**config.mk**
```make
export PLATFORM = sky130hd
export DESIGN_NAME = pmca_top
export DESIGN_NICKNAME = d
export VERILOG_FILES = /design/src/rtl/pmca_pkg.sv /design/src/rtl/pmca_top.sv
export VERILOG_INCLUDE_DIRS = /design/src /design/src/rtl
export SDC_FILE = /design/constraint.sdc
export NUM_CORES = 2
export LEC_CHECK = 0
export ABC_AREA = 1
export BUFFER_PORTS_ARGS = -buffer_cell sky130_fd_sc_hd__buf_4
export CORE_MARGIN = 2
export CORE_UTILIZATION = 35
export CTS_CLUSTER_SIZE = 20
export DETAILED_ROUTE_END_ITERATION = 16
export MAX_ROUTING_LAYER = met4
export PLACE_DENSITY = 0.55
export SLEW_MARGIN = 30
export SYNTH_ARGS = -nofsm -noshare
export SYNTH_HDL_FRONTEND = slang
export SYNTH_SLANG_ARGS = --single-unit
```
**constraint.sdc**
```tcl
create_clock -name core_clk_i -period 2.9 [get_ports core_clk_i]
set_clock_uncertainty 0.2 [all_clocks]
set_input_delay 0.29 -clock core_clk_i [delete_from_list [all_inputs] [get_ports core_clk_i]]
set_output_delay 0.29 -clock core_clk_i [all_outputs]
set_load 0.005 [all_outputs]
```
**src/rtl/pmca_map.svh**
```systemverilog
// Offsets, field positions, reset values and counts for the per-port counter access block.
// Assumes inclusion by bare name from the package and the design file.
`ifndef PMCA_MAP_SVH
`define PMCA_MAP_SVH
// ====================================================================
// Register offsets
`define PMCA_OFS_CTRL 12'h500
`define PMCA_OFS_DATA 12'h504
`define PMCA_OFS_GLOB 12'h508
// ====================================================================
// Field positions
`define PMCA_BIT_OVF 31
`define PMCA_BIT_START 25
`define PMCA_BIT_FFEN 24
`define PMCA_IDX_HI 23
`define PMCA_IDX_LO 16
`define PMCA_HI_MSB 3
`define PMCA_BIT_GFLUSH 0
`define PMCA_BIT_GFREEZE 1
// ====================================================================
// Sizes and reset values
`define PMCA_NUM_CNT 30
`define PMCA_CNT_W 36
`define PMCA_RST_WORD 32'h00000000
`define PMCA_RST_IDX 8'h00
`define PMCA_RST_HI 4'h0
`endif

```
**src/rtl/pmca_pkg.sv**
```systemverilog
// Types shared by the per-port counter access block.
// Assumes the map header sits beside it in rtl/.
`include "pmca_map.svh"
package pmca_pkg;
   typedef struct packed {
      logic psel;
      logic penable;
      logic pwrite;
      logic [11:0] paddr;
      logic [31:0] pwdata;
   } pmca_apb_req_s;
   typedef enum logic [1:0] {
      PMCA_IDLE = 2'b01,
      PMCA_FETCH = 2'b10
   } pmca_state_e;
   typedef logic [`PMCA_CNT_W-1:0] pmca_cnt_t;
endpackage

```
**src/rtl/pmca_top.sv**
```systemverilog
// Per-port statistics counters with indirect access over an APB slave.
// Assumes count events arrive as one-cycle pulses synchronous to core_clk_i.
`timescale 1ns/1ps
`include "pmca_map.svh"
module pmca_top (
   input wire logic core_clk_i,
   input wire logic reset_n_i,
   input wire pmca_pkg::pmca_apb_req_s apb_i,
   input wire logic [`PMCA_NUM_CNT-1:0] cnt_evt_i,
   output logic [31:0] prdata_o,
   output logic pready_o,
   output logic pslverr_o
);
   // ====================================================================
   // State
   pmca_pkg::pmca_state_e state_r, state_nxt;
   pmca_pkg::pmca_cnt_t cnt_r [`PMCA_NUM_CNT];
   pmca_pkg::pmca_cnt_t cnt_nxt [`PMCA_NUM_CNT];
   logic [`PMCA_NUM_CNT-1:0] ovf_r, ovf_nxt;
   logic start_r, start_nxt, ffen_r, ffen_nxt, ovf_flag_r, ovf_flag_nxt;
   logic freeze_r, freeze_nxt, flush_r, flush_nxt;
   logic [7:0] idx_r, idx_nxt;
   logic [3:0] hi_r, hi_nxt;
   logic [31:0] data_r, data_nxt, prdata_nxt;
   logic pready_nxt, pslverr_nxt;
   logic wr_fire, rd_phase, sel_ovf, sel_evt, idx_ok;
   pmca_pkg::pmca_cnt_t sel_cnt;

   function automatic logic addr_hit(input logic [11:0] a);
      addr_hit = (a == `PMCA_OFS_CTRL) || (a == `PMCA_OFS_DATA) || (a == `PMCA_OFS_GLOB);
   endfunction

   assign wr_fire = apb_i.psel && apb_i.penable && pready_o && apb_i.pwrite;
   assign rd_phase = apb_i.psel && apb_i.penable && !pready_o;
   assign idx_ok = idx_r < 8'(`PMCA_NUM_CNT);
   // Out-of-range indexes read as zero rather than aliasing a real counter
   assign sel_cnt = idx_ok ? cnt_r[idx_r[4:0]] : '0;
   assign sel_ovf = idx_ok ? ovf_r[idx_r[4:0]] : 1'b0;
   assign sel_evt = idx_ok ? cnt_evt_i[idx_r[4:0]] : 1'b0;

   // ====================================================================
   // APB slave: one wait state, answer registered
   always_comb begin
      pready_nxt = rd_phase;
      pslverr_nxt = rd_phase && !addr_hit(apb_i.paddr);
      prdata_nxt = `PMCA_RST_WORD;
      if (rd_phase && !apb_i.pwrite) begin
         if (apb_i.paddr == `PMCA_OFS_CTRL) begin
            prdata_nxt[`PMCA_BIT_OVF] = ovf_flag_r;
            prdata_nxt[`PMCA_BIT_START] = start_r;
            prdata_nxt[`PMCA_BIT_FFEN] = ffen_r;
            prdata_nxt[`PMCA_IDX_HI:`PMCA_IDX_LO] = idx_r;
            prdata_nxt[`PMCA_HI_MSB:0] = hi_r;
         end else if (apb_i.paddr == `PMCA_OFS_DATA) begin
            prdata_nxt = data_r;
         end else if (apb_i.paddr == `PMCA_OFS_GLOB) begin
            prdata_nxt[`PMCA_BIT_GFREEZE] = freeze_r;
         end
      end
   end

   // ====================================================================
   // Control registers and read sequencer
   always_comb begin
      state_nxt = state_r;
      start_nxt = start_r;
      ffen_nxt = ffen_r;
      idx_nxt = idx_r;
      hi_nxt = hi_r;
      data_nxt = data_r;
      ovf_flag_nxt = ovf_flag_r;
      freeze_nxt = freeze_r;
      flush_nxt = 1'b0;
      case (state_r)
         pmca_pkg::PMCA_IDLE: begin
            if (wr_fire && apb_i.paddr == `PMCA_OFS_CTRL) begin
               ffen_nxt = apb_i.pwdata[`PMCA_BIT_FFEN];
               idx_nxt = apb_i.pwdata[`PMCA_IDX_HI:`PMCA_IDX_LO];
               if (apb_i.pwdata[`PMCA_BIT_START]) begin
                  start_nxt = 1'b1;
                  state_nxt = pmca_pkg::PMCA_FETCH;
               end
            end
         end
         pmca_pkg::PMCA_FETCH: begin
            data_nxt = sel_cnt[31:0];
            hi_nxt = sel_cnt[`PMCA_CNT_W-1:32];
            ovf_flag_nxt = sel_ovf;
            start_nxt = 1'b0;
            state_nxt = pmca_pkg::PMCA_IDLE;
         end
         default: begin
            state_nxt = pmca_pkg::PMCA_IDLE;
         end
      endcase
      // Index and enable writes during a fetch are dropped so the fetch stays coherent
      if (wr_fire && apb_i.paddr == `PMCA_OFS_GLOB) begin
         flush_nxt = apb_i.pwdata[`PMCA_BIT_GFLUSH];
         freeze_nxt = apb_i.pwdata[`PMCA_BIT_GFREEZE];
      end
   end

   always_ff @(posedge core_clk_i or negedge reset_n_i) begin
      if (!reset_n_i) begin
         state_r <= pmca_pkg::PMCA_IDLE;
         start_r <= 1'b0;
         ffen_r <= 1'b0;
         idx_r <= `PMCA_RST_IDX;
         hi_r <= `PMCA_RST_HI;
         data_r <= `PMCA_RST_WORD;
         ovf_flag_r <= 1'b0;
         freeze_r <= 1'b0;
         flush_r <= 1'b0;
         prdata_o <= `PMCA_RST_WORD;
         pready_o <= 1'b0;
         pslverr_o <= 1'b0;
      end else begin
         state_r <= state_nxt;
         start_r <= start_nxt;
         ffen_r <= ffen_nxt;
         idx_r <= idx_nxt;
         hi_r <= hi_nxt;
         data_r <= data_nxt;
         ovf_flag_r <= ovf_flag_nxt;
         freeze_r <= freeze_nxt;
         flush_r <= flush_nxt;
         prdata_o <= prdata_nxt;
         pready_o <= pready_nxt;
         pslverr_o <= pslverr_nxt;
      end
   end

   // ====================================================================
   // Counter array; an event in a clearing cycle is kept as a count of one
   genvar gi;
   generate
      for (gi = 0; gi < `PMCA_NUM_CNT; gi++) begin : g_cnt
         logic rd_clr, fl_clr, frozen;
         assign rd_clr = (state_r == pmca_pkg::PMCA_FETCH) && (idx_r == 8'(gi));
         assign fl_clr = flush_r && ffen_r;
         assign frozen = freeze_r && ffen_r;
         always_comb begin
            cnt_nxt[gi] = cnt_r[gi];
            ovf_nxt[gi] = ovf_r[gi];
            if (rd_clr || fl_clr) begin
               cnt_nxt[gi] = {35'h000000000, cnt_evt_i[gi]};
               ovf_nxt[gi] = 1'b0;
            end else if (cnt_evt_i[gi] && !frozen) begin
               cnt_nxt[gi] = cnt_r[gi] + 36'h000000001;
               if (&cnt_r[gi]) begin
                  ovf_nxt[gi] = 1'b1;
               end
            end
         end
         always_ff @(posedge core_clk_i or negedge reset_n_i) begin
            if (!reset_n_i) begin
               cnt_r[gi] <= '0;
               ovf_r[gi] <= 1'b0;
            end else begin
               cnt_r[gi] <= cnt_nxt[gi];
               ovf_r[gi] <= ovf_nxt[gi];
            end
         end
      end
   endgenerate
endmodule // pmca_top

```
==> flow_summary.yaml <==
outcome:
  status: "finished, final reports clean"
floorplanning:
  die_area_um2: 240000
  die_y_um: 490
  fp.coreArea_um2: 235000
  dieWidth_um: 490
  start_util_pct: 35.2
  rows: 178
  num_io_pins: 113
sta:
  tns_ps: 0
  post-route-period-util_pct: 99.8
  hold_ws_ps: 44.2
  setup_violations: 0
  drv_slew: 0
  max_freq_mhz: 345
  fin_crit_ps: 2900
  hold_violations: 0
  slew_headroom_pct: 47.3
  layout_setup_ws_ps: 4.97
  worst_pin_slew_ps: 791
synthesis:
  yosys_warnings: 0
  synthArstFlopShare_pct: 100
  ys.flop_type: "dfrtp_1"
  synth_edf_count: 0
  netlist_area_um2: 82600
  synth_xor_area_share_pct: 1.19
  ys_seq_area_share_pct: 36.2
  syn_area_per_cell_um2: 6.12
  synth-compound-area-share_pct: 8.67
  synth_mux_area_share_pct: 0
  synth-simple-area-share_pct: 44.5
  syn-num-nets: 13610
  syn_inst: 13501
  synth_cell_types: 54
  ys_ff_latch: 1195
  synth_top_family_by_area: "simple AND/OR/NAND/NOR gates"
  synthAdderAreaFrac_pct: 0.454
worst_hold_path:
  hp-class: "in -> reg"
  min_path_cells: 4
placed_design:
  dp_hpwl_um: 267000
  dp_cells: 16695
  routabilityCongestion: 1.03
  place_ws_ps: 14.7
  numPortBuffers: 92
clock_network:
  cts_buffers: 155
  clock_latency_ps: 850
  cts_max_path_buffers: 3
  clock-sinks: 1195
  cts_tree: "done"
  root_buffer: "clkbuf_16"
  clk_pin_slew_ps: 60
  htree_levels: 4
critical_path:
  critPathRequiredTime_ps: 3430
  timing.reg2reg.setup_slack_ps: 5
  worst-path-max-fanout: 29
  critPathKind: "reg -> reg"
  crit_chain: "buf_12 > nand2_4 > buf_12 > buf_4 > nor2_1 > a21oi_1 > nand2_1 > a21oi_1 > nand2_1 > nand2_1 > nand2_1"
  crit_start: "idx_r[0]"
  r2r-end: "data_r[29]"
  crit_end: "data_r[29]"
  slowest_stage: "dfrtp_4"
  reg2reg_depth: 11
  timing.rr.start: "idx_r[0]"
  cp-end-kind: "flip-flop"
  critPathLaunchType: "flip-flop"
  crit_arrival_ps: 3420
  cp_slowest_stage_delay_ps: 490
  cp_common_cell: "nand2_1"
cells_and_area:
  nets: 13889
  layout-drive-gt1-share_pct: 6.03
  syn_to_final_growth_pct: 15.0
  fill_cells: 25818
  final_common_cell: "nand2_1"
  stdcell_count: 17063
  final_cell_mix: "nand2_1 (4374), nor2_1 (2781), inv_1 (1402)"
power_and_ir_drop:
  p_leak_nw: 44.3
  power_mw: 46.0
  power_density_nw_per_um2: 484
  irDropWorstVdd_mv: 0.428
route:
  postRouteAntennaNets: 0
  drt_wl_total_um: 344000
  wl_per_cell_um: 20.1
  first_iter_violations: 10144
  vias: 89368
  post-route-drc-count: 0
  viasPerCell: 5.24
  dr.pass1.iters: 7
grt:
  grt_max_degree: 96
  grt_usage_pct: 29.0
  grt_pass1_wl_um: 516000
  grt_pass1_vias: 81923
  antenna_found_initial: 6
  grt-ovfl-total: 0
flow_run:
  drv_cap: 0
-- worst max-delay path, delay by kind of cell (launching register included) --
| family | cells | cell delay [ps] |
|---|---|---|
| simple gates | 6 | 690 |
| flops | 1 | 490 |
| compound gates | 2 | 700 |
| buf+inv | 3 | 660 |
-- power breakdown --
| part | total, mW | switching [mW] | internal (mW) | leakage (nW) |
|---|---|---|---|---|
| clock network | 21.0 | 8.54 | 12.5 | 2.66 |
| logic | 5.61 | 3.81 | 1.81 | 25.7 |
| registers | 19.4 | 1.50 | 17.9 | 15.9 |
| total | 46.0 | 13.8 | 32.1 | 44.3 |
-- cell usage after synthesis (28+ instances only) --
cell type,count,area [µm²]
o211ai_1,34,255
nand2_1,4378,16400
o21ai_0,556,2780
a31oi_1,35,219
nor2_1,2784,10500
nand4_1,393,2460
buf_2,234,1170
ha_1,30,375
buf_4,28,210
xor2_1,93,815
inv_1,1406,5280
a21oi_1,607,3040
dfrtp_1,1194,29900
inv_2,50,188
nor3_1,344,1720
nand3_1,884,4420
clkbuf_1,91,342
buf_1,28,105
-- stage by stage --
stage | utilization, % | cell area, µm²
2_1_floorplan | - | 82600
5_1_grt | 40.4 | 95000
3_3_place_gp | 37.8 | 88700
4_1_cts | 40.4 | 94900
6_report | 40.4 | 95000
3_5_place_dp | 37.8 | 88800
-- kinds of logic after synthesis --
kind of cell / after synthesis
simple gates: 8951
xor+xnor: 112
buf+inv: 1856
fa+ha+maj: 30
flops: 1195
compound gates: 1357
-- area by class of cell --
type,instances,area (µm²),share of cell area (%)
Antenna cell,4,10.0,0.0105
Multi-Input combinational cell,10450,45300,47.7
Sequential cell,1195,29900,31.5
Inverter,1464,5500,5.79
Clock inverter,70,993,1.05
Timing Repair Buffer,514,4890,5.15
Clock buffer,216,4440,4.67
Tap cell,3150,3940,4.15
-- worst min-delay path by stage --
stage                  start          to  slack [ps]
2_1_floorplan      reset_n_i    cnt_r[0]        -210
3_3_place_gp       reset_n_i  cnt_r[805]          30
3_5_place_dp       reset_n_i  cnt_r[805]          30
4_1_cts        cnt_evt_i[14]  cnt_r[540]           2
5_1_grt         cnt_evt_i[5]  cnt_r[864]          40
6_report       cnt_evt_i[14]  cnt_r[540]          40
-- registers in the layout, summed over array words and instances (netlist names) --
signal	cells
cnt_r	1080
data_r	32
prdata_o	32
ovf_r	30
idx_r	8
hi_r	4
state_r	2
ffen_r	1
flush_r	1
freeze_r	1
ovf_flag_r	1
pready_o	1
pslverr_o	1
start_r	1
-- metal layers --
metal	global-route usage (%)	vias up	routed length, µm	part of all wire [%]
met5	-	-	0	0
met4	11.4	0	15800	4.6
met3	3.84	560	25900	7.5
met2	41.7	3406	145000	42
met1	41.0	41894	157000	46
li1	-	43508	-	-
-- repair_timing --
action                                 in CTS  in global routing
gates resized for setup                     1                  8
setup endpoints to repair                   1                 21
hold buffers                               71                  0
buffers inserted                            0                  8
endpoints found under the hold margin    1697                  0
pin swaps                                   0                  4
gates cloned                                0                  2
No activity file was read; power rests on OpenSTA's default activity.
